`src/logic/fspc_map.svh`:
```
`ifndef FSPC_MAP_SVH
`define FSPC_MAP_SVH
// register indices on the plain register port
`define FSPC_ADDR_CTRL      4'h0
`define FSPC_ADDR_BOOT      4'h1
`define FSPC_ADDR_SIG_LO    4'h2
`define FSPC_ADDR_SIG_HI    4'h3
// control/status field positions
`define FSPC_BIT_IRQ_EN     7
`define FSPC_BIT_BUSY       6
`define FSPC_BIT_SIG_READ   5
`define FSPC_BIT_REREAD     4
`define FSPC_BIT_LOCKSET    3
`define FSPC_BIT_PG_WRITE   2
`define FSPC_BIT_PG_ERASE   1
`define FSPC_BIT_STORE_EN   0
`define FSPC_CTRL_RESET     8'h00
// command codes in the low five bits
`define FSPC_CMD_FILL       5'h01
`define FSPC_CMD_ERASE      5'h03
`define FSPC_CMD_WRITE      5'h05
`define FSPC_CMD_LOCK       5'h09
`define FSPC_CMD_REREAD     5'h11
// arming windows in clock cycles
`define FSPC_STORE_WINDOW   3'h4
`define FSPC_LOAD_WINDOW    3'h3
// boot section starts, 32k-byte variant
`define FSPC_BOOT32_11      16'h3f00
`define FSPC_BOOT32_10      16'h3e00
`define FSPC_BOOT32_01      16'h3c00
`define FSPC_BOOT32_00      16'h3800
// boot section starts, 64k-byte variant
`define FSPC_BOOT64_11      16'h7e00
`define FSPC_BOOT64_10      16'h7c00
`define FSPC_BOOT64_01      16'h7800
`define FSPC_BOOT64_00      16'h7000
// first word of the section unreadable while writing
`define FSPC_UNREAD32       16'h3800
`define FSPC_UNREAD64       16'h7000
`endif

```
`src/logic/fspc_pkg.sv`:
```
package fspc_pkg;
    // sequencer states
    typedef enum logic [1:0] {
        FSPC_IDLE,
        FSPC_ARMED,
        FSPC_BUSY
    } fspc_state_e;
    // width of a command field
    typedef logic [4:0] fspc_cmd_t;
endpackage

```
`src/logic/fspc_ctrl.sv`:
```
// Chosen here: the placing of the registers and the address-and-strobe port.
`timescale 1ns/1ps
`include "fspc_map.svh"
module fspc_ctrl #(
    parameter bit VARIANT_64K = 1'b1    // 1: 64k-byte part, 0: 32k-byte part
) (
    // clock and reset
    input  wire logic        CLK_SYS_IN,
    input  wire logic        ARST_N_IN,
    // register port
    input  wire logic [3:0]  REG_ADDR_IN,
    input  wire logic [7:0]  REG_WDATA_IN,
    input  wire logic        REG_WR_IN,
    input  wire logic        REG_RD_IN,
    output logic      [7:0]  REG_RDATA_OUT,
    // cpu side
    input  wire logic [15:0] Z_PTR_IN,
    input  wire logic        STORE_INSTR_IN,
    input  wire logic        LOAD_INSTR_IN,
    input  wire logic        GLOBAL_IRQ_EN_IN,
    input  wire logic [1:0]  BOOT_SIZE_FUSE_IN,
    input  wire logic [7:0]  SIG_BYTE_IN,
    // flash array side
    input  wire logic        FLASH_DONE_IN,
    output logic             FLASH_ERASE_OUT,
    output logic             FLASH_WRITE_OUT,
    output logic             BUF_FILL_OUT,
    output logic      [8:0]  PAGE_SELECT_OUT,
    output logic      [6:0]  WORD_INDEX_OUT,
    output logic             LOAD_SIG_OUT,
    output logic             LOAD_HIGH_BYTE_OUT,
    output logic             SECTION_BLOCKED_OUT,
    output logic             SECTION_READ_OK_OUT,
    output logic             FLASH_READY_IRQ_OUT,
    output logic      [15:0] BOOT_RESET_ADDR_OUT
);
    // reset release chain
    logic                     rst_meta_r;
    logic                     rst_n_r;
    // control and status bits
    logic                     irq_en_r;
    logic                     busy_flag_r;
    logic                     store_en_r;
    logic [4:0]               cmd_r;          // armed low five bits
    logic                     sig_arm_r;      // signature read armed
    logic [2:0]               arm_cnt_r;      // cycles left in arm window
    fspc_pkg::fspc_state_e    state_r;
    // decoded values
    logic [15:0]              boot_start;
    logic [15:0]              unread_start;
    logic [15:0]              word_addr;
    logic                     target_readable;
    logic                     store_hit;
    logic                     load_sig_hit;
    logic                     ctrl_wr;

    // boot section start from fuses; shared by reset address and register read
    function automatic logic [15:0] boot_decode(input logic big, input logic [1:0] sz);
        logic [15:0] a;
        a = 16'h0000;
        unique case (sz)
            2'b11: a = big ? `FSPC_BOOT64_11 : `FSPC_BOOT32_11;
            2'b10: a = big ? `FSPC_BOOT64_10 : `FSPC_BOOT32_10;
            2'b01: a = big ? `FSPC_BOOT64_01 : `FSPC_BOOT32_01;
            2'b00: a = big ? `FSPC_BOOT64_00 : `FSPC_BOOT32_00;
        endcase
        return a;
    endfunction

    // boot start follows variant and fuse setting
    assign boot_start = boot_decode(VARIANT_64K, BOOT_SIZE_FUSE_IN);
    // readable section boundary is fixed per variant
    assign unread_start = VARIANT_64K ? `FSPC_UNREAD64 : `FSPC_UNREAD32;
    // word address drops pointer bit 0, which only picks the load byte;
    // the 32k part has a 14-bit counter, so pointer bit 15 is a don't-care
    // there and must not push a low address past the section edge
    assign word_addr  = VARIANT_64K ? {1'b0, Z_PTR_IN[15:1]}
                                    : {2'b00, Z_PTR_IN[14:1]};
    assign target_readable = (word_addr < unread_start);
    assign store_hit  = STORE_INSTR_IN && (state_r == fspc_pkg::FSPC_ARMED);
    assign load_sig_hit = LOAD_INSTR_IN && sig_arm_r
                          && (arm_cnt_r > (`FSPC_STORE_WINDOW - `FSPC_LOAD_WINDOW));
    assign ctrl_wr    = REG_WR_IN && (REG_ADDR_IN == `FSPC_ADDR_CTRL);

    // reset is released through two flops
    always_ff @(posedge CLK_SYS_IN or negedge ARST_N_IN)
    begin
        if (!ARST_N_IN)
        begin
            rst_meta_r <= 1'b0;
            rst_n_r    <= 1'b0;
        end
        else
        begin
            rst_meta_r <= 1'b1;
            rst_n_r    <= rst_meta_r;
        end
    end

    // interrupt enable is plain software state
    always_ff @(posedge CLK_SYS_IN or negedge rst_n_r)
    begin
        if (!rst_n_r)
            irq_en_r <= 1'b0;
        else if (ctrl_wr)
            irq_en_r <= REG_WDATA_IN[`FSPC_BIT_IRQ_EN];
    end

    // sequencer: arm window, store dispatch, busy hold
    always_ff @(posedge CLK_SYS_IN or negedge rst_n_r)
    begin
        if (!rst_n_r)
        begin
            state_r    <= fspc_pkg::FSPC_IDLE;
            store_en_r <= 1'b0;
            cmd_r      <= 5'h00;
            sig_arm_r  <= 1'b0;
            arm_cnt_r  <= 3'h0;
        end
        else
        begin
            unique case (state_r)
                fspc_pkg::FSPC_IDLE:
                begin
                    // writes without store enable do nothing; with it set, any combo of the other bits arms
                    if (ctrl_wr && REG_WDATA_IN[`FSPC_BIT_STORE_EN])
                    begin
                        state_r    <= fspc_pkg::FSPC_ARMED;
                        store_en_r <= 1'b1;
                        cmd_r      <= REG_WDATA_IN[4:0];
                        sig_arm_r  <= REG_WDATA_IN[`FSPC_BIT_SIG_READ];
                        arm_cnt_r  <= `FSPC_STORE_WINDOW;
                    end
                end
                fspc_pkg::FSPC_ARMED:
                begin
                    if (store_hit && !sig_arm_r && (cmd_r == `FSPC_CMD_ERASE
                        || cmd_r == `FSPC_CMD_WRITE))
                    begin
                        // stay armed-high until the array reports done
                        state_r <= fspc_pkg::FSPC_BUSY;
                    end
                    else if (store_hit || arm_cnt_r == 3'h1)
                    begin
                        // one-shot commands finish at once; unused arm expires
                        state_r    <= fspc_pkg::FSPC_IDLE;
                        store_en_r <= 1'b0;
                        sig_arm_r  <= 1'b0;
                        cmd_r      <= 5'h00;
                        arm_cnt_r  <= 3'h0;
                    end
                    else
                        arm_cnt_r <= arm_cnt_r - 3'h1;
                end
                fspc_pkg::FSPC_BUSY:
                begin
                    if (FLASH_DONE_IN)
                    begin
                        state_r    <= fspc_pkg::FSPC_IDLE;
                        store_en_r <= 1'b0;
                        cmd_r      <= 5'h00;
                        arm_cnt_r  <= 3'h0;
                    end
                end
            endcase
        end
    end

    // section busy: set by erase/write into readable part, cleared by
    // reread (only once idle) or by a buffer fill; set beats clear
    always_ff @(posedge CLK_SYS_IN or negedge rst_n_r)
    begin
        if (!rst_n_r)
            busy_flag_r <= 1'b0;
        else if (store_hit && !sig_arm_r && target_readable
                 && (cmd_r == `FSPC_CMD_ERASE || cmd_r == `FSPC_CMD_WRITE))
            busy_flag_r <= 1'b1;
        else if (store_hit && !sig_arm_r
                 && (cmd_r == `FSPC_CMD_REREAD || cmd_r == `FSPC_CMD_FILL))
            busy_flag_r <= 1'b0;
    end

    // flash array strobes and address fields
    always_ff @(posedge CLK_SYS_IN or negedge rst_n_r)
    begin
        if (!rst_n_r)
        begin
            FLASH_ERASE_OUT    <= 1'b0;
            FLASH_WRITE_OUT    <= 1'b0;
            BUF_FILL_OUT       <= 1'b0;
            PAGE_SELECT_OUT    <= 9'h000;
            WORD_INDEX_OUT     <= 7'h00;
            LOAD_SIG_OUT       <= 1'b0;
            LOAD_HIGH_BYTE_OUT <= 1'b0;
        end
        else
        begin
            // signature arm swallows any store
            FLASH_ERASE_OUT <= store_hit && !sig_arm_r && cmd_r == `FSPC_CMD_ERASE;
            FLASH_WRITE_OUT <= store_hit && !sig_arm_r && cmd_r == `FSPC_CMD_WRITE;
            BUF_FILL_OUT    <= store_hit && !sig_arm_r && cmd_r == `FSPC_CMD_FILL;
            // 128-word page: seven word bits above bit 0, page above those
            WORD_INDEX_OUT  <= Z_PTR_IN[7:1];
            if (VARIANT_64K)
                PAGE_SELECT_OUT <= {1'b0, Z_PTR_IN[15:8]};
            else
                PAGE_SELECT_OUT <= {2'b00, Z_PTR_IN[14:8]};
            LOAD_SIG_OUT       <= load_sig_hit;
            LOAD_HIGH_BYTE_OUT <= Z_PTR_IN[0];
        end
    end

    // status outputs
    always_ff @(posedge CLK_SYS_IN or negedge rst_n_r)
    begin
        if (!rst_n_r)
        begin
            SECTION_BLOCKED_OUT <= 1'b0;
            SECTION_READ_OK_OUT <= 1'b0;
            FLASH_READY_IRQ_OUT <= 1'b0;
            BOOT_RESET_ADDR_OUT <= 16'h0000;
        end
        else
        begin
            SECTION_BLOCKED_OUT <= busy_flag_r;
            SECTION_READ_OK_OUT <= !busy_flag_r && target_readable;
            FLASH_READY_IRQ_OUT <= irq_en_r && GLOBAL_IRQ_EN_IN && !store_en_r;
            BOOT_RESET_ADDR_OUT <= boot_start;
        end
    end

    // register read data, one cycle after the strobe, zero otherwise
    always_ff @(posedge CLK_SYS_IN or negedge rst_n_r)
    begin
        if (!rst_n_r)
            REG_RDATA_OUT <= 8'h00;
        else if (REG_RD_IN)
        begin
            unique case (REG_ADDR_IN)
                `FSPC_ADDR_CTRL:   REG_RDATA_OUT <= {irq_en_r, busy_flag_r, sig_arm_r,
                                                     cmd_r[4:1], store_en_r};
                `FSPC_ADDR_BOOT:   REG_RDATA_OUT <= {6'h00, BOOT_SIZE_FUSE_IN};
                `FSPC_ADDR_SIG_LO: REG_RDATA_OUT <= boot_start[7:0];
                `FSPC_ADDR_SIG_HI: REG_RDATA_OUT <= boot_start[15:8];
                default:           REG_RDATA_OUT <= 8'h00;
            endcase
        end
        else
            REG_RDATA_OUT <= 8'h00;
    end
endmodule

```
`config.mk`:
```
export PLATFORM = sky130hd
export DESIGN_NAME = fspc_ctrl
export DESIGN_NICKNAME = d
export VERILOG_FILES = /design/src/logic/fspc_pkg.sv /design/src/logic/fspc_ctrl.sv
export VERILOG_INCLUDE_DIRS = /design/src /design/src/logic
export SDC_FILE = /design/constraint.sdc
export NUM_CORES = 1
export LEC_CHECK = 0
export BUFFER_PORTS_ARGS = -buffer_cell sky130_fd_sc_hd__buf_4
export CAP_MARGIN = 20
export CELL_PAD_IN_SITES_DETAIL_PLACEMENT = 2
export CELL_PAD_IN_SITES_GLOBAL_PLACEMENT = 2
export CORE_ASPECT_RATIO = 1.4
export CORE_MARGIN = 1
export CORE_UTILIZATION = 30
export DETAILED_ROUTE_END_ITERATION = 6
export PLACE_DENSITY = 0.94
export SYNTH_ARGS = -nofsm -noshare
export SYNTH_HDL_FRONTEND = slang
export SYNTH_SLANG_ARGS = --single-unit
```
`constraint.sdc`:
```
create_clock -name CLK_SYS_IN -period 2.3 [get_ports CLK_SYS_IN]
set_input_delay 0.69 -clock CLK_SYS_IN [delete_from_list [all_inputs] [get_ports CLK_SYS_IN]]
set_output_delay 0.69 -clock CLK_SYS_IN [all_outputs]
set_load 0.005 [all_outputs]
```
Yosys cells after proc, flatten, opt, wreduce, memory -nomap -nowiden. Index checks and enable logic that the tools add are counted.

Bits of input ports: 46. Output and inout bits: 48. Register bits after elaboration: 63.

Equal/unequal tests: 18. Reduce and logical (&&, ||, !) cells: 31. Order comparisons: 2. Mux-type cells: 27. $add $sub $neg: 1.

Operators by type and width (number): $pmux W16 S4 (1); $pmux W8 S4 (1); $mux W5 (4); $logic_and A1 B1 Y1 (16); $lt A15 B15 Y1 const B (1); $pmux W5 S3 (1); $mux W3 (4); $pmux W3 S3 (1); $eq A4 B2 Y1 const B (2); $mux W2 (4); $mux W8 (1); $reduce_and A4 Y1 (2); $mux W1 (7); $eq A2 B2 Y1 const B (3); $ne A2 B2 Y1 const B (3); $pmux W2 S3 (1); $reduce_and A3 Y1 (2); $eq A5 B1 Y1 const B (1); $eq A5 B2 Y1 const B (1); $eq A5 B3 Y1 const B (1); $eq A5 B5 Y1 const B (1); $eq A2 B1 Y1 const B (2); $eq A4 B1 Y1 const B (1); $logic_not A2 Y1 (2); 11 further kinds (16).

Longest topological paths before layout.
Depth after elaboration: 6. Depth in mapped cells: 7. Mapped depth without buffers: 6.

Worst setup path after synthesis. OpenSTA, ideal clock, no wires.

Path kind: input-to-reg. Start point: input port REG_ADDR_IN[0]. End point: register cmd_r[0]. Required time: 2175 ps. Arrival time: 2429 ps. Slack: -254 ps. Stages on the path: 6. Path buffers: 2. Cell sequence: buf_6 or4_4 o21a_4 or4_1 buf_2 mux2_4.

Longest elaborated chain between the ends: 5.

Ends and longest elaborated chain: from (decl) (RTL line fspc_ctrl.sv:11) `input wire logic [3:0] REG_ADDR_IN,`; $logic_not A4 Y1; $logic_and A1 B1 Y1 (RTL line fspc_ctrl.sv:83) `` assign ctrl_wr = REG_WR_IN && (REG_ADDR_IN == `FSPC_ADDR_CTRL); ``; $logic_and A1 B1 Y1 (RTL line fspc_ctrl.sv:126) `` if (ctrl_wr && REG_WDATA_IN[`FSPC_BIT_STORE_EN]) ``; $ne A2 B2 Y1 (no line); $reduce_and A4 Y1 (no line); to (signal assigned) (RTL line fspc_ctrl.sv:130) `cmd_r <= REG_WDATA_IN[4:0];`; to (decl) (RTL line fspc_ctrl.sv:44) `logic [4:0] cmd_r;`.

No other way between the ends. A chain may end at the register's enable or synchronous reset.

Worst setup path after layout.
Start point: input port REG_ADDR_IN[1]. End point: register cmd_r[0].

Same word-level chain as after synthesis.

==> results.json <==
{
  "setup_viol": 0,
  "hold_buffers": 0,
  "ir_drop_v": 0.000432,
  "n_antenna_cell": 0,
  "r2r_slack_ns": 0.23,
  "switching_power_uw": 870,
  "ant_nets": 0,
  "h-tree-depth": 2,
  "postCtsSetupRepairBufs": 0,
  "reg2regPathDepth": 7,
  "cp.arrival_ns": 2.45,
  "yosys-top-cells-area": "dfrtp_1 62%, buf_4 4.7%, ha_1 3.0%",
  "drc": 0,
  "clk_path_buf_depth": 2,
  "hpwlAfterDp_um": 4560,
  "critPathCaptureType": "register",
  "cp_slowest_cell": "or4_4",
  "insertion_delay_ns": 0.31,
  "instances_no_fill": 345,
  "finClkSkew_ns": 0.00576,
  "cts.repair.resized": 0,
  "critPathMaxFanout": 4,
  "status": "finished, final reports clean",
  "hold_path_class": "input port to async pin",
  "cp_top_family": "simple AND/OR/NAND/NOR gates",
  "io_pins": 94,
  "dpl_cell_area_um2": 2720,
  "max_stage_delay_ns": 0.55,
  "antenna_found_initial": 0,
  "drive_above_1_share_pct": 39.9,
  "fin_area_um2": 2830,
  "yosysWarnings": 0,
  "yosysTopAreaCellShare_pct": 61.9,
  "start_util_pct": 31.2,
  "cpMostUsedCell": "or4_4",
  "worst-path-buf-inv": 1,
  "ys_ff_latch": 51,
  "synth-edff-count": 0,
  "tritoncts": "yes",
  "async_flop_share_pct": 100,
  "path_cells": "buf_4, or4_4, o21a_4, or4_4, mux2_4",
  "syn_area_um2": 2060,
  "clock-sinks": 51,
  "slew_headroom_pct": 58.3,
  "die-area_um2": 7220,
  "ys_seq_area_share_pct": 61.9,
  "period_share_pct": 98.0,
  "clk_pin_slew_worst_paths_ns": 0.09,
  "row_count": 35,
  "p_leak_nw": 1.40,
  "place.gp.congestion": 0.799,
  "reg2reg_to": "cmd_r[0]$_DFFE_PN0P_",
  "placedCellCount": 337,
  "hold_viol_final": 0,
  "drv_slew": 0,
  "die_w_um": 72.1,
  "power.internal_mw": 1.80,
  "startpoint_type": "input port",
  "syn_area_per_cell_um2": 12.1,
  "grt_max_degree": 50,
  "drtIter0Drc": 94,
  "p_sw_share_pct": 32.6,
  "dr.pass1.iters": 4,
  "powerDensity_nw_per_um2": 946,
  "p_comb_share_pct": 32.6,
  "min_period_ns": 2.25,
  "clkPwrFrac_pct": 23.6,
  "portBuffers": 73,
  "grt_pass1_wl_um": 10100,
  "rr_startpoint": "state_r[1]$_DFFE_PN0P_",
  "setup.worst_path.class": "input port to register",
  "detail_route.vias_per_cell": 4.65,
  "max_freq_mhz": 444,
  "area_growth_pct": 36.9,
  "ys_types": 40,
  "core_area_um2": 6610,
  "track_usage_pct": 19.2,
  "numCtsBuffers": 5,
  "yosys.area.top_type": "dfrtp_1",
  "cts-root-buf": "clkbuf_8",
  "fp.dieH_um": 100,
  "ys.flop_type": "dfrtp_1",
  "tightest_slew_ns": 0.626,
  "grt_pass1_vias": 1854,
  "routedWlPerCell_um": 18.7,
  "power_frac_seq_pct": 43.9,
  "route.vias.total": 1604,
  "critPathRequiredTime_ns": 2.50,
  "nets": 303,
  "overflow": 0,
  "synthCells": 171,
  "grt_setup_unrepaired": "no",
  "maxCapViolCount": 0,
  "drt_wl_total_um": 6450
}
## worst max-delay path by stage
stage	slack, ns	from	to	cells past startpoint
after global routing	0.02	REG_ADDR_IN[1]	cmd_r[3]$_DFFE_PN0P_	6
after floorplan	-0.17	REG_ADDR_IN[0]	cmd_r[0]$_DFFE_PN0P_	6
after detailed placement	-0.27	REG_ADDR_IN[1]	cmd_r[3]$_DFFE_PN0P_	6
final	0.05	REG_ADDR_IN[1]	cmd_r[0]$_DFFE_PN0P_	5
after global placement	-0.23	REG_ADDR_IN[1]	cmd_r[1]$_DFFE_PN0P_	5
after CTS	0.05	REG_ADDR_IN[1]	cmd_r[2]$_DFFE_PN0P_	5
## Yosys cell counts, drive strengths merged (2+ instances only)
library cell	instances
a21oi	10
inv	10
or4	2
dfrtp	51
nor3	3
nor2b	4
nand2b	2
clkbuf	4
or3	2
a32oi	2
a31oi	2
nor2	10
nor3b	4
ha	5
buf	16
nand3	3
nor4	2
mux2	6
conb	2
nand2	11
o21ai	3
mux2i	4
## layout by cell type (no fill, tap or decap), drive strengths merged
master and n:
o21a 1, a31oi 2, xnor2 1, nor4 2
nor3b 4, conb 13, or4 2, o21bai 1
buf 83, and3 1, nor4b 1, nand4bb 1
nor2b 4, o221ai 1, dfrtp 51, clkbuf 6
a211oi 1, nand2b 2, a21oi 10, and2 1
nor3 3, or2 1, or3 2, nand2 11
nand3 3, bufinv 1, nor2 10, inv 10
mux2i 4, o21ai 3, o31ai 1, a32o 1
clkinvlp 1, mux2 6, o2bb2ai 1, a32oi 2
ha 5
## layer usage
| metal | GRT usage (%) | share of wire (%) | vias up |
|---|---|---|---|
| met2 | 40.1 | 61 | 69 |
| met1 | 17.3 | 31 | 816 |
| met3 | 4.82 | 5.5 | 9 |
| met5 | 0 | 0 | - |
| met4 | 4.98 | 1.8 | 0 |
| li1 | - | - | 710 |
## logic make-up (layout without fill, tap and decap cells)
group,after synthesis,count (layout),share of synthesized area [%]
other cells,2,13,0.364
xor+xnor,1,1,0.425
simple gates,48,48,12.6
buf+inv,30,101,8.25
mux,10,10,5.76
flops,51,51,61.9
compound gates,24,24,7.76
fa+ha+maj,5,5,3.03
## worst reg2reg max path: cells and delay by family, from the launching register on
| family | cells | cell delay, ns |
|---|---|---|
| flops | 1 | 0.41 |
| fa+ha+maj | 1 | 0.24 |
| mux | 1 | 0.32 |
| buf+inv | 3 | 0.35 |
| simple gates | 1 | 0.59 |
| compound gates | 1 | 0.06 |
## cell type report
type | instances | area [µm²]
clock inverters | 2 | 37.5
well taps | 92 | 115
clock buffers | 6 | 72.6
repair buffers | 83 | 623
multi-input cells | 101 | 662
flip-flops and latches | 51 | 1280
inverters | 10 | 37.5
fillers | 689 | 3790
## registers in the layout, indices dropped and copies added, names as in the netlist, 2 cells and up
signal / flops
REG_RDATA_OUT: 8
state_r: 2
PAGE_SELECT_OUT: 8
BOOT_RESET_ADDR_OUT: 4
arm_cnt_r: 3
WORD_INDEX_OUT: 7
cmd_r: 5
## power by group through the flow
| stage | Clock, mW | Sequential (mW) | Combinational (mW) |
|---|---|---|---|
| after floorplan | 0 | 1.14 | 0.558 |
| after global placement | 0 | 1.16 | 0.787 |
| after CTS | 0.649 | 1.17 | 0.886 |
| after global routing | 0.677 | 1.19 | 0.961 |
| final | 0.629 | 1.17 | 0.871 |
| after detailed placement | 0 | 1.18 | 0.851 |
## metrics by stage
stage | hold slack, ns | util [%] | total power [mW] | setup TNS, ns | worst slack, ns
2_1_floorplan | 0.331 | - | 1.70 | -0.531 | -0.175
3_5_place_dp | 0.359 | 41.1 | 2.03 | -2.14 | -0.266
5_1_grt | 0.124 | 42.7 | 2.83 | 0 | 0.0193
4_1_cts | 0.130 | 42.7 | 2.71 | 0 | 0.0478
6_report | 0.140 | 42.7 | 2.67 | 0 | 0.0470
3_3_place_gp | 0.336 | 41.1 | 1.95 | -1.76 | -0.234
No activity file was read; power rests on OpenSTA's default activity.
